==> src/common/cmbf_pkg.sv <==
`default_nettype none
// ==========================================================================
// core memory bus fabric constants
package cmbf_pkg;
  localparam int PAB_W    = 21;  // program address width
  localparam int XAB_W    = 24;  // data address width
  localparam int WIDE_W   = 32;  // primary data ram port width
  localparam int NARROW_W = 16;  // every other data port
  localparam int ADDR_MSB = 23;  // bit cleared for byte accesses

  // region decode on the data address, base and mask
  localparam logic [23:0] PERIPH_BASE = 24'h00F000;
  localparam logic [23:0] PERIPH_MASK = 24'hFFF000;
  localparam logic [23:0] DFLASH_BASE = 24'h008000;
  localparam logic [23:0] DFLASH_MASK = 24'hFF8000;

  // fixed latency, request edge to read data edge
  localparam int RD_LATENCY = 2;

  typedef enum logic [1:0] {
    CMBF_SZ_BYTE = 2'h0,
    CMBF_SZ_WORD = 2'h1,
    CMBF_SZ_LONG = 2'h2
  } cmbf_size_t;
endpackage : cmbf_pkg
`default_nettype wire

==> src/hdl/cmbf_decode.sv <==
`timescale 1ns/1ps
`default_nettype none
// ==========================================================================
// data address decode, shared by the primary and secondary paths
module cmbf_decode
  import cmbf_pkg::*;
(
  input  wire logic [23:0] addr,
  input  wire logic [1:0]  size,
  output logic      [23:0] addr_fix,
  output logic             is_periph,
  output logic             is_flash,
  output logic             is_ram
);
  // byte accesses live in the lower half only
  always_comb begin
    addr_fix = addr;
    if (size == CMBF_SZ_BYTE) begin
      addr_fix[ADDR_MSB] = 1'b0; // RULE6
    end
    is_periph = (addr_fix & PERIPH_MASK) == PERIPH_BASE;
    is_flash  = ((addr_fix & DFLASH_MASK) == DFLASH_BASE) && !is_periph;
    is_ram    = !is_periph && !is_flash;
  end
endmodule : cmbf_decode
`default_nettype wire

==> src/hdl/cmbf_fabric.sv <==
`timescale 1ns/1ps
`default_nettype none
// Functional notes
// RULE1: program path takes a 21-bit address and returns 16-bit words.
// RULE2: program writes use only the low 16 bits of the primary write bus.
// RULE3: primary port has a 24-bit byte/word/long address, 32-bit buses.
// RULE4: peripheral registers are reached only via the primary address.
// RULE5: secondary port serves the second read, words only, 16-bit data.
// RULE6: every byte access has its address msb forced to zero.
// RULE7: the peripheral bus adds no wait states over data ram timing.
// RULE8: peripheral writes take primary write data, reads feed primary.
// RULE9: primary data ram port is 32 bits, all other ports are 16 bits.
// RULE10: flash control goes over the peripheral bus, data goes direct.
// RULE11: program, primary and secondary accesses run in the same cycle.
module cmbf_fabric
  import cmbf_pkg::*;
(
  input  wire logic        core_clk,
  input  wire logic        sys_rst,
  // core program side
  input  wire logic        prog_req,
  input  wire logic        prog_wr,
  input  wire logic [20:0] prog_addr,
  output logic             prog_rvalid,
  output logic      [15:0] prog_rdata,
  // core primary data side
  input  wire logic        pri_req,
  input  wire logic        pri_wr,
  input  wire logic [1:0]  pri_size,
  input  wire logic [23:0] primary_data_address,
  input  wire logic [31:0] pri_wdata,
  output logic             pri_rvalid,
  output logic      [31:0] pri_rdata,
  // core secondary data side
  input  wire logic        sec_req,
  input  wire logic [23:0] secondary_data_address,
  output logic             sec_rvalid,
  output logic      [15:0] secondary_read_bus,
  // program memory
  output logic             pm_en,
  output logic             pm_we,
  output logic      [20:0] pm_addr,
  output logic      [15:0] pm_wdata,
  input  wire logic [15:0] pm_rdata,
  // primary data ram port
  output logic             dr_en,
  output logic             dr_we,
  output logic      [1:0]  dr_size,
  output logic      [23:0] dr_addr,
  output logic      [31:0] dr_wdata,
  input  wire logic [31:0] dr_rdata,
  // data flash array
  output logic             df_en,
  output logic             df_we,
  output logic      [23:0] df_addr,
  output logic      [15:0] df_wdata,
  input  wire logic [15:0] df_rdata,
  // secondary data ram port
  output logic             ds_en,
  output logic      [23:0] ds_addr,
  input  wire logic [15:0] ds_rdata,
  // peripheral register bus
  output logic             prb_rd,
  output logic             prb_wr,
  output logic      [23:0] prb_addr,
  output logic      [15:0] prb_wdata,
  input  wire logic [15:0] prb_rdata
);
  // ========================================================================
  // state
  typedef struct packed {
    logic        pm_en;
    logic        pm_we;
    logic [20:0] pm_addr;
    logic [15:0] pm_wdata;
    logic        dr_en;
    logic        dr_we;
    logic [1:0]  dr_size;
    logic [23:0] dr_addr;
    logic [31:0] dr_wdata;
    logic        df_en;
    logic        df_we;
    logic [23:0] df_addr;
    logic [15:0] df_wdata;
    logic        ds_en;
    logic        sec_nil;
    logic [23:0] ds_addr;
    logic        prb_rd;
    logic        prb_wr;
    logic [23:0] prb_addr;
    logic [15:0] prb_wdata;
    logic        prog_rvalid;
    logic [15:0] prog_rdata;
    logic        pri_rvalid;
    logic [31:0] pri_rdata;
    logic        sec_rvalid;
    logic [15:0] sec_rdata;
  } cmbf_state_t;
  cmbf_state_t st_r;
  cmbf_state_t st_nxt;
  logic [23:0] pri_fix;
  logic        pri_periph;
  logic        pri_flash;
  logic        pri_ram;
  logic [23:0] sec_fix;
  logic        sec_periph;
  logic        sec_flash;
  logic        sec_ram;

  // ========================================================================
  // decode
  cmbf_decode u_pri_dec (
    .addr      (primary_data_address),
    .size      (pri_size),
    .addr_fix  (pri_fix),
    .is_periph (pri_periph),
    .is_flash  (pri_flash),
    .is_ram    (pri_ram)
  );
  // secondary is word only, so its msb is never forced
  cmbf_decode u_sec_dec (
    .addr      (secondary_data_address),
    .size      (CMBF_SZ_WORD),
    .addr_fix  (sec_fix),
    .is_periph (sec_periph),
    .is_flash  (sec_flash),
    .is_ram    (sec_ram)
  );

  // ========================================================================
  // next state: issue stage then return stage, three paths in parallel
  always_comb begin
    st_nxt = st_r;
    // strobes are single cycle, addresses and data just hold
    st_nxt.pm_en       = 1'b0;
    st_nxt.pm_we       = 1'b0;
    st_nxt.dr_en       = 1'b0;
    st_nxt.dr_we       = 1'b0;
    st_nxt.df_en       = 1'b0;
    st_nxt.df_we       = 1'b0;
    st_nxt.ds_en       = 1'b0;
    st_nxt.sec_nil     = 1'b0;
    st_nxt.prb_rd      = 1'b0;
    st_nxt.prb_wr      = 1'b0;
    st_nxt.prog_rvalid = 1'b0;
    st_nxt.pri_rvalid  = 1'b0;
    st_nxt.sec_rvalid  = 1'b0;
    // program path
    if (prog_req) begin
      st_nxt.pm_en    = 1'b1; // RULE11
      st_nxt.pm_we    = prog_wr;
      st_nxt.pm_addr  = prog_addr; // RULE1
      st_nxt.pm_wdata = pri_wdata[15:0]; // RULE2
    end
    // primary path, steered by region
    if (pri_req && pri_ram) begin
      st_nxt.dr_en    = 1'b1; // RULE3
      st_nxt.dr_we    = pri_wr;
      st_nxt.dr_size  = pri_size;
      st_nxt.dr_addr  = pri_fix; // RULE6
      st_nxt.dr_wdata = pri_wdata; // RULE9
    end
    if (pri_req && pri_flash) begin
      // array data goes direct; control regs sit in the periph window
      st_nxt.df_en    = 1'b1; // RULE10
      st_nxt.df_we    = pri_wr;
      st_nxt.df_addr  = pri_fix;
      st_nxt.df_wdata = pri_wdata[15:0];
    end
    if (pri_req && pri_periph) begin
      st_nxt.prb_rd    = !pri_wr; // RULE4
      st_nxt.prb_wr    = pri_wr;
      st_nxt.prb_addr  = pri_fix;
      st_nxt.prb_wdata = pri_wdata[15:0]; // RULE8
    end
    // secondary path reaches data ram only; other regions read as zero
    if (sec_req) begin
      st_nxt.ds_en   = sec_ram; // RULE5
      st_nxt.sec_nil = !sec_ram; // RULE4
      st_nxt.ds_addr = sec_fix;
    end
    // return stage, same latency for every target
    if (st_r.pm_en && !st_r.pm_we) begin
      st_nxt.prog_rvalid = 1'b1;
      st_nxt.prog_rdata  = pm_rdata; // RULE1
    end
    if (st_r.dr_en && !st_r.dr_we) begin
      st_nxt.pri_rvalid = 1'b1;
      st_nxt.pri_rdata  = dr_rdata; // RULE3
    end else if (st_r.df_en && !st_r.df_we) begin
      st_nxt.pri_rvalid = 1'b1;
      st_nxt.pri_rdata  = {16'h0000, df_rdata}; // RULE9
    end else if (st_r.prb_rd) begin
      st_nxt.pri_rvalid = 1'b1; // RULE7
      st_nxt.pri_rdata  = {16'h0000, prb_rdata}; // RULE8
    end
    if (st_r.ds_en) begin
      st_nxt.sec_rvalid = 1'b1;
      st_nxt.sec_rdata  = ds_rdata; // RULE5
    end else if (st_r.sec_nil) begin
      st_nxt.sec_rvalid = 1'b1;
      st_nxt.sec_rdata  = 16'h0000;
    end
  end

  // ========================================================================
  // state register
  always_ff @(posedge core_clk or posedge sys_rst) begin
    if (sys_rst) begin
      st_r <= '0;
    end else begin
      st_r <= st_nxt;
    end
  end
  // outputs straight from the state flops
  assign pm_en              = st_r.pm_en;
  assign pm_we              = st_r.pm_we;
  assign pm_addr            = st_r.pm_addr;
  assign pm_wdata           = st_r.pm_wdata;
  assign dr_en              = st_r.dr_en;
  assign dr_we              = st_r.dr_we;
  assign dr_size            = st_r.dr_size;
  assign dr_addr            = st_r.dr_addr;
  assign dr_wdata           = st_r.dr_wdata;
  assign df_en              = st_r.df_en;
  assign df_we              = st_r.df_we;
  assign df_addr            = st_r.df_addr;
  assign df_wdata           = st_r.df_wdata;
  assign ds_en              = st_r.ds_en;
  assign ds_addr            = st_r.ds_addr;
  assign prb_rd             = st_r.prb_rd;
  assign prb_wr             = st_r.prb_wr;
  assign prb_addr           = st_r.prb_addr;
  assign prb_wdata          = st_r.prb_wdata;
  assign prog_rvalid        = st_r.prog_rvalid;
  assign prog_rdata         = st_r.prog_rdata;
  assign pri_rvalid         = st_r.pri_rvalid;
  assign pri_rdata          = st_r.pri_rdata;
  assign sec_rvalid         = st_r.sec_rvalid;
  assign secondary_read_bus = st_r.sec_rdata;
endmodule : cmbf_fabric
`default_nettype wire
==> config.mk <==
export PLATFORM = sky130hd
export DESIGN_NAME = cmbf_fabric
export DESIGN_NICKNAME = d
export VERILOG_FILES = /design/src/common/cmbf_pkg.sv /design/src/hdl/cmbf_decode.sv /design/src/hdl/cmbf_fabric.sv
export SDC_FILE = /design/constraint.sdc
export NUM_CORES = 1
export LEC_CHECK = 0
export ABC_AREA = 1
export BUFFER_PORTS_ARGS = -buffer_cell sky130_fd_sc_hd__buf_2
export CORE_AREA = 4 4 186 188
export DETAILED_ROUTE_END_ITERATION = 12
export DIE_AREA = 0 0 190 192
export PLACE_DENSITY = 0.67
export RECOVER_POWER = 100
export SLEW_MARGIN = 20
export SYNTH_ARGS = -nofsm -noshare
export SYNTH_HDL_FRONTEND = slang
export SYNTH_SLANG_ARGS = --single-unit
==> constraint.sdc <==
create_clock -name core_clk -period 13.3 [get_ports core_clk]
set_clock_uncertainty 0.1 [all_clocks]
set_input_delay 0 -clock core_clk [delete_from_list [all_inputs] [get_ports core_clk]]
set_output_delay 0 -clock core_clk [all_outputs]
set_load 0.05 [all_outputs]
==> metrics, run 1 <==
status finished with violations; failing checks capacitance limit, slew limit; max_cap viols 6; DRT iter0 DRCs 592; final hold viol count 0; DRC 0; CTS buffer count 30; Post CTS Setup Buffer Count 0; FMAX about 230 MHz; Pleak 0.008377 uW; clock-pin slew on the worst setup and hold paths 0.06 ns; area leader, netlist dfrtp_1; crit-path cells dlygate4sd3_1, clkbuf_2, clkinvlp_2; Pwr Density 140.0 nW/um^2; H-tree depth 1; sequential share of the synthesized area 53.63%; post_cts resized 0; Max stage delay on crit path 3.13 ns; top post-synthesis cells by area dfrtp_1, buf_4, nand2_1; largest net degree at the start of global routing 147; fin. max-slew vios between 300 and 400; Port Buf Inserts 480; crit path capture type asynchronous set/reset pin; Synth top area share 53.63%; RR Startpoint df_we; row cnt 67; hold_ws 0.07972 ns; number of global-route vias before repair 10890; Routed Antenna Nets 0; placed cells 1992; P&R area growth vs syn 27.35%; worst-margin pin slew about 5.7 ns; peak supply drop 0.1087 mV; Power Total 2296 uW; Vert. Die Dim about 190 um; All-Layer GR Usage 19.84%; diode count 0; Setup TNS 0 ns; dpl hpwl between 20 and 25 mm; Avg WL per Cell 17.15 um; Vias/cell 4.740; worst-path fanout max 131; worst rel slew slack -282.8%; Hold Path Class input pin to flop; register area 6907 um^2; Crit path max-delay family buffers and inverters; fillers 3086; synthesized instance count 1391; CTS tree done; # IOs 481; DRT Wirelength 38.68 mm; min Tclk post-route 4.432 ns; commonest cells after routing, fill and taps aside nand2_1, clkbuf_1, dfrtp_1; Worst-Skew Late Latency 0.56 ns; worst path required time 12.82 ns; Post-Layout Cell Count 2256; Avg Synthesized Cell Area slightly above 9 um^2; nature of the critical path startpoint input pin; Core ar. 33110 um^2; Worst Setup SP sys_rst; critical path type input pin to asynchronous set/reset pin; Final #Nets 1992; layout cell share with drive strength beyond 1 16.65%; first-pass GRT wire length between 50 and 60 mm; period utilization 33.32%; vias 10690; #FFs+latches synth between 200 and 300; Cell Area, Synth 12880 um^2; clk buf depth 3; drt first pass iters 5; die width 190 um; Arrival @ worst endpoint 3.95 ns; root buffer cell clkbuf_16; syn nets 1597; Slowest cell on crit path clkinvlp_2; routability congestion estimate 0.8107; most common cell after layout, fill and taps aside nand2_1; Sink Count roughly 280; Initial Util between 30% and 40%; fin util 49.53%; initial antenna violation count 1; RSZ-0062 raised after global routing false; synth warn 0; area of the multi-input gates 3427 um^2; gr ovfl total 0; reg2reg setup slack 10.26 ns; Unique masters post-synth 24; Worst Min Path Start pri_wr; Crit path buffers/inverters 3; area of the die 36480 um^2; Final setup viols 0
state kept, by name (all words and copies together) (netlist names), 2 cells and up:
register            count
prog_rdata             16
pm_addr                21
secondary_read_bus     16
dr_wdata               32
prb_wdata              16
pri_rdata              32
df_wdata               16
ds_addr                24
pm_wdata               16
dr_addr                24
prb_addr               24
df_addr                24
dr_size                 2
worst reg2reg max path, delay by kind of cell (launching register included):
kind | cells | cell delay (ns)
AND/OR/NAND/NOR | 4 | 1.16
flip-flops | 1 | 0.35
buffers and inverters | 3 | 1.37
what timing repair did:
action / 4_1_cts / 5_1_grt
hold buffers: 210 / 0
endpoints found under the hold margin: 379 / 0
setup endpoints to repair: 0 / 0
cells in the mapped netlist:
cell type,number
nor2_2,4
or2_2,3
a22o_1,16
clkbuf_1,25
o21ai_1,10
buf_4,267
buf_1,7
nand4_1,89
nor3_1,1
nand3_2,1
inv_1,59
dfrtp_1,276
nand2_2,1
nor4_1,1
o211ai_1,16
buf_2,34
o21ai_0,10
nand3_1,21
nor2_1,19
or2_1,2
buf_6,2
inv_2,1
nand2_1,489
mux2_2,37
logic make-up after synthesis:
logic type	synth area share, %
AO/OA/AOI/OAI	2.798
multiplexers	3.235
AND/OR/NAND/NOR	20.60
flip-flops	53.63
buffers and inverters	19.74
routing by layer:
metal	wire length [um]	up-vias	part of all wire [%]	GRT usage, %
li1	-	4961	-	-
met1	15090	5189	39	23.69
met2	19240	447	50	34.64
met3	2767	95	7.2	4.871
met4	1572	2	4.1	7.652
met5	13	-	0.034	0
worst paths after layout:
check / cells past startpoint / to
worst max-delay path: 3 / dr_wdata[23]
worst min-delay path: 3 / prb_rd
worst max register to register: 7 / pri_rdata[10]
worst min register to register: 1 / prb_addr[14]
max in group core_clk: 9 / dr_wdata[10]
min in group asynchronous: 3 / pm_addr[7]
layout make-up:
cell class	count	share of cell area (%)
Inverter	60	1.381
Clock buffer	40	5.294
Timing Repair Buffer	698	25.71
Multi-Input combinational cell	720	20.90
Tap cell	448	3.418
Clock inverter	14	1.190
Sequential cell	276	42.11
metrics by stage:
| step | area (um^2) | worst slack (ns) |
|---|---|---|
| after floorplan | 12880 | 5.591 |
| after detailed placement | 13620 | 10.29 |
| final | 16400 | 8.868 |
| after global placement | 13620 | 10.38 |
| after CTS | 16780 | 10.31 |
| after global routing | 16400 | 7.918 |
where the power goes:
part           internal [uW]  switching (uW)  total [uW]
Combinational            127             351         479
Clock                    535             347         881
Sequential               901            35.1         936
Total                   1560             733        2300
No activity file was read; power rests on OpenSTA's default activity.
==> inputs of run 2 (changes only) <==
==> constraint.sdc (replaced) <==
create_clock -name core_clk -period 4.1 [get_ports core_clk]
set_clock_uncertainty 0.1 [all_clocks]
set_input_delay 0 -clock core_clk [delete_from_list [all_inputs] [get_ports core_clk]]
set_output_delay 0 -clock core_clk [all_outputs]
set_load 0.05 [all_outputs]
==> run 2 against run 1 <==
  * The run still ends with capacitance limit, slew limit left
  * Sequential cell count unchanged
  * Via count grew 0.75%
  * Wire length grew 1.5%
  * Critical path type is now input pin to flop
  * Cell area about the same
  * Critical path depth increased by 7
  * Clock power grew to 3.3 times the previous value
  * Core utilization hardly changed
==> metrics, run 2 (synthesis gave the netlist of run 1 again) <==
All-Layer GR Usage 20.26%; Hold Path End df_addr[23]; combinational share of power 20.8%; Routed Antenna Nets 0; Pint 5081 uW; drt first pass iters 5; Final setup viols 0; Hold Path Class input pin to flop; path depth of the worst reg2reg path 6; RSZ-0062 raised after global routing false; Final #Nets between 1500 and 2000; Initial Util 38.89%; final instance area 16410 um^2; Port Buf Inserts 480; crit path capture type flop; CTS buffer count 31; routability congestion estimate around 0.85; critical path type input pin to flop; worst-margin pin slew 2.587 ns; hold_ws roughly 0.060 ns; clock-pin slew on the worst setup and hold paths 0.06 ns; max_cap viols 6; Arrival @ worst endpoint 3.56 ns; Vert. Die Dim 192 um; P&R area growth vs syn 27.39%; clk buf depth 3; Clk pwr share approximately two fifths; status finished with violations; initial antenna violation count 4; Seq pwr share 40.8%; DRT Wirelength 39.28 mm; nature of the critical path startpoint input pin; layout cell share with drive strength beyond 1 16.65%; row cnt 67; Sink Count 276; worst rel slew slack -72.46%; # IOs 481; DRC 0; commonest cells after routing, fill and taps aside nand2_1, clkbuf_1, dfrtp_1; period utilization 77.26%; dpl hpwl about 25 mm; Hold Buf Count CTS 208; fin. max-slew vios ~370; post-route setup slack 0.9324 ns; reg2reg setup slack 1.16 ns; Vias/cell 4.761; Pleak 0.008379 uW; FMAX around 320 MHz; peak supply drop ~0.33 mV; CTS tree done; Crit path buffers/inverters 3; most common cell after layout, fill and taps aside nand2_1; crit-path cells dlygate4sd3_1, clkbuf_1, nor2_1, nand2_1, nor2_1, nand2_4, nand3_1, clkbuf_1, nand2_1, nand2_1; Psw 2379 uW; RR Startpoint df_en; min Tclk post-route approximately 3.2 ns; H-tree depth 1; Avg WL per Cell roughly 17 um; Crit path max-delay family simple AND/OR/NAND/NOR gates; reg-to-reg critical path endpoint pri_rdata[15]; Worst Min Path Start pri_req; Pwr Density about 450 nW/um^2; largest net degree at the start of global routing 134; final hold viol count 0; area of the die 36480 um^2; Setup TNS 0 ns; number of global-route vias before repair 11050; failing checks capacitance limit, slew limit; gr ovfl total 0; fin util 49.54%; Max stage delay on crit path 1.22 ns; worst path required time around 4.5 ns; worst-path fanout max 39; vias 10770; Sw Ratio between 30% and 40%; Core ar. 33110 um^2; Post CTS Setup Buffer Count 0; DRT iter0 DRCs 542; die width 190 um; Slowest cell on crit path nand3_1; root buffer cell clkbuf_16; most frequent CP cell nand2_1; Placed Area approximately 14000 um^2; post_cts resized 0; first-pass GRT wire length 60.04 mm; pre-CTS setup slack 1.719 ns; Worst-Skew Late Latency 0.56 ns; hold path cells 4
run 2: worst max path at each step:
| stage | cells past startpoint | slack (ns) | from | end |
|---|---|---|---|---|
| after global routing | 4 | 0.55 | sys_rst | secondary_read_bus[11] |
| after detailed placement | 4 | 1.72 | df_en | pri_rdata[26] |
| final | 10 | 0.93 | primary_data_address[20] | dr_wdata[20] |
| after global placement | 5 | 1.83 | df_we | pri_rdata[24] |
| after floorplan | 1 | 0.35 | sys_rst | df_addr[0] |
| after CTS | 6 | 1.20 | df_en | pri_rdata[6] |
run 2: final cells by class:
class / count / area (um^2)
well taps: 448 / 560.5
flip-flops and latches: 276 / 6907
repair buffers: 700 / 4204
diodes: 1 / 2.502
fillers: 3093 / 16710
inverters: 60 / 226.5
clock buffers: 43 / 880.8
multi-input cells: 720 / 3435
clock inverters: 15 / 190.2
run 2: metrics by stage:
step,power [uW],cells
final,7461,2263
after detailed placement,4512,1996
after floorplan,4351,1391
after global placement,4490,1996
after CTS,7590,2262
after global routing,7767,2263
run 2: worst min-delay path: stages:
cell and delay, ns:
buf_4 0.13, nand4_1 0.41, nand2_1 0.09, inv_1 0.05
run 2: per-layer routing:
metal	vias to the layer above	global-route usage (%)	wire, um
met5	-	0	7
li1	4963	-	-
met2	513	34.46	19300
met3	128	5.035	3009
met1	5168	24.84	15270
met4	2	8.041	1690
run 2: power by group through the flow:
stage | Sequential [uW] | Clock [uW] | Combinational [uW]
after floorplan | 3060 | 0 | 1290
after global placement | 3070 | 0 | 1420
after detailed placement | 3070 | 0 | 1440
after CTS | 3030 | 2950 | 1610
after global routing | 3060 | 3070 | 1640
final | 3040 | 2870 | 1550
==> inputs of run 3 (changes only) <==
--- a/config.mk
+++ b/config.mk
@@ -5,12 +5,12 @@
 export SDC_FILE = /design/constraint.sdc
 export NUM_CORES = 1
 export LEC_CHECK = 0
-export ABC_AREA = 1
+export ABC_AREA = 0
 export BUFFER_PORTS_ARGS = -buffer_cell sky130_fd_sc_hd__buf_2
-export CORE_AREA = 4 4 186 188
+export CORE_AREA = 4 4 187 189
 export DETAILED_ROUTE_END_ITERATION = 12
-export DIE_AREA = 0 0 190 192
-export PLACE_DENSITY = 0.67
+export DIE_AREA = 0 0 191 193
+export PLACE_DENSITY = 0.66
 export RECOVER_POWER = 100
 export SLEW_MARGIN = 20
 export SYNTH_ARGS = -nofsm -noshare
==> constraint.sdc (replaced) <==
create_clock -name core_clk -period 2.8 [get_ports core_clk]
set_clock_uncertainty 0.1 [all_clocks]
set_input_delay 0 -clock core_clk [delete_from_list [all_inputs] [get_ports core_clk]]
set_output_delay 0 -clock core_clk [all_outputs]
set_load 0.05 [all_outputs]
==> run 3 against run 2 <==
  * The flow still finishes with violations (capacitance limit, slew limit)
  * Worst setup slack worse by 0.81 ns
  * Critical endpoint is now pri_rdata[11]
  * Largest cell class unchanged
  * Non-clock buffer count rose by 23
  * Critical path type is now flop to flop
  * Cell area decreased by 2.7%
==> metrics, run 3 <==
Initial Util 36.54%; vias 8341; FMAX 373.7 MHz; H-tree depth 1; Vias/cell around 4.5; failing checks capacitance limit, slew limit; final hold viol count 0; All-Layer GR Usage 18.15%; RR Startpoint df_we; Synth Area in Simple Gates under 10%; placed cells 1562; synth warn 0; diode count 0; dpl hpwl between 20 and 25 mm; Synth Area in Adders 0%; clk buf depth 3; compound-cell area share of the yosys netlist 4.321%; DRC 0; Synth top area share between 50 and 60%; Routed Antenna Nets 0; syn nets 1114; Avg Synthesized Cell Area 13.39 um^2; period utilization 95.58%; nature of the critical path startpoint flop; crit path capture type flop; hold_ws around 0.096 ns; Sink Count 276; Post-Synth XOR/XNOR Area 0%; largest family of logic cells by synthesized area buffers and inverters; Port Buf Inserts 480; CTS tree done; worst-margin pin slew 2.267 ns; Placed Area approximately 13000 um^2; met1 usage 19.90%; Hold Path Class input pin to flop; top post-synthesis cells by area dfrtp_1, mux2_2, buf_4; synthesized instance count 908; asr flop ratio synth 100.0%; Final #Nets approximately 1600; met2 usage 33.69%; Avg WL per Cell 19.43 um; routability congestion estimate ~0.78; fin. max-slew vios 40; Vert. Die Dim 193 um; most frequent cell after synthesis dfrtp_1; clock-pin slew on the worst setup and hold paths approximately 0.060 ns; #FFs+latches synth 276; Cell Area, Synth ~12000 um^2; Pwr Density 671.8 nW/um^2; Worst-Skew Late Latency between 0.5 and 0.6 ns; commonest cells in the netlist dfrtp_1, buf_4, mux2_2; initial antenna violation count 0; root buffer cell clkbuf_16; Post-Layout Cell Count 1836; min Tclk post-route roughly 2.7 ns; number of global-route vias before repair 9085; # IOs roughly 480; met3 GRT Util 5.203%; first-pass GRT wire length 52.44 mm; Final setup viols 0; reg2reg setup slack approximately 0.12 ns; status finished with violations; worst rel slew slack -51.12%; DRT Wirelength 35.67 mm; area leader, netlist dfrtp_1; Power Total 10720 uW; Unique masters post-synth 31; worst path required time 3.13 ns; ys flop type dfrtp_1; Arrival @ worst endpoint 3.00 ns; layout cell share with drive strength beyond 1 32.28%; EDFF count, synth 0; critical path type flop to flop; CTS buffer count 30; most common cell after layout, fill and taps aside clkbuf_1; drt first pass iters 8; sequential share of the synthesized area 56.80%; peak supply drop 0.4899 mV; max_cap viols 1; Post CTS Setup Buffer Count 0; Worst Min Path Start prog_addr[10]; P&R area growth vs syn 31.27%; multiplexer share of the synthesized area 17.59%; RSZ-0062 raised after global routing false; gr ovfl total 0; largest net degree at the start of global routing 71; final instance area roughly 16000 um^2; Worst Setup SP df_we; commonest cells after routing, fill and taps aside clkbuf_1, dfrtp_1, dlygate4sd3_1; pre-CTS setup slack 0.6806 ns; die width 191 um; worst-path fanout max 33; GR peak layer met2; Core ar. 33280 um^2; DRT iter0 DRCs 316; area of the die around 37000 um^2; Pleak 0.007342 uW; row cnt 67; post-route setup slack 0.1238 ns
[run 3: changes by cell type after synthesis, moves of 9 or more]
cell,delta
nor2b_1,+20
nand3_1,-20
nor2_1,-14
buf_2,-22
a22o_1,+22
o211ai_1,-16
inv_1,-53
mux2_4,+9
nand4_1,-87
mux2_2,+139
nand2_1,-453
o21ai_1,-10
a222oi_1,+16
[run 3: cells by family after synthesis]
family / Yosys count
flip-flops: 276
AND/OR/NAND/NOR: 80
multiplexers: 187
buffers and inverters: 306
AO/OA/AOI/OAI: 59
[run 3: layout make-up]
type | instances | area [um^2]
clock buffers | 43 | 869.6
clock inverters | 13 | 123.9
fillers | 3040 | 17320
inverters | 7 | 27.53
multi-input cells | 326 | 3072
flip-flops and latches | 276 | 6907
well taps | 448 | 560.5
repair buffers | 723 | 4403
[run 3: stage by stage]
stage,TNS [ns],util [%]
6_report,0,47.96
5_1_grt,0,47.96
4_1_cts,0,49.36
3_5_place_dp,0,39.81
3_3_place_gp,0,39.81
2_1_floorplan,-262.58,-
[run 3: final timing paths]
path,to,depth (start not counted)
max in group asynchronous,dr_size[0],6
min,pm_addr[10],3
max reg2reg,pri_rdata[11],7
max,pri_rdata[11],7
min reg2reg,prb_addr[12],1
min in group asynchronous,prog_rdata[15],4
[run 3: power breakdown]
group / total (uW) / internal [uW] / switching (uW)
Sequential: 4470 / 4290 / 178
Combinational: 2370 / 718 / 1650
Clock: 3880 / 2260 / 1620
Total: 10700 / 7270 / 3460
[run 3: metal layers]
metal	up-vias	wire [um]
met5	-	0
met4	0	1258
met3	76	3186
met2	406	18300
met1	4110	12930
li1	3749	-
[run 3: critical path, cell delays in order (launching register included)]
cell and delay [ns]:
dfrtp_1 0.37, nand2b_1 0.17, nor3b_1 0.16, buf_6 0.20, a222oi_1 0.31, dlygate4sd3_1 0.60, nand2_1 0.05, dlygate4sd3_1 0.56
[run 3: repair_timing]
item	CTS	global route
hold endpoints to repair	448	0
hold buffers	218	0
resized for setup	0	1
setup endpoints to repair	0	2
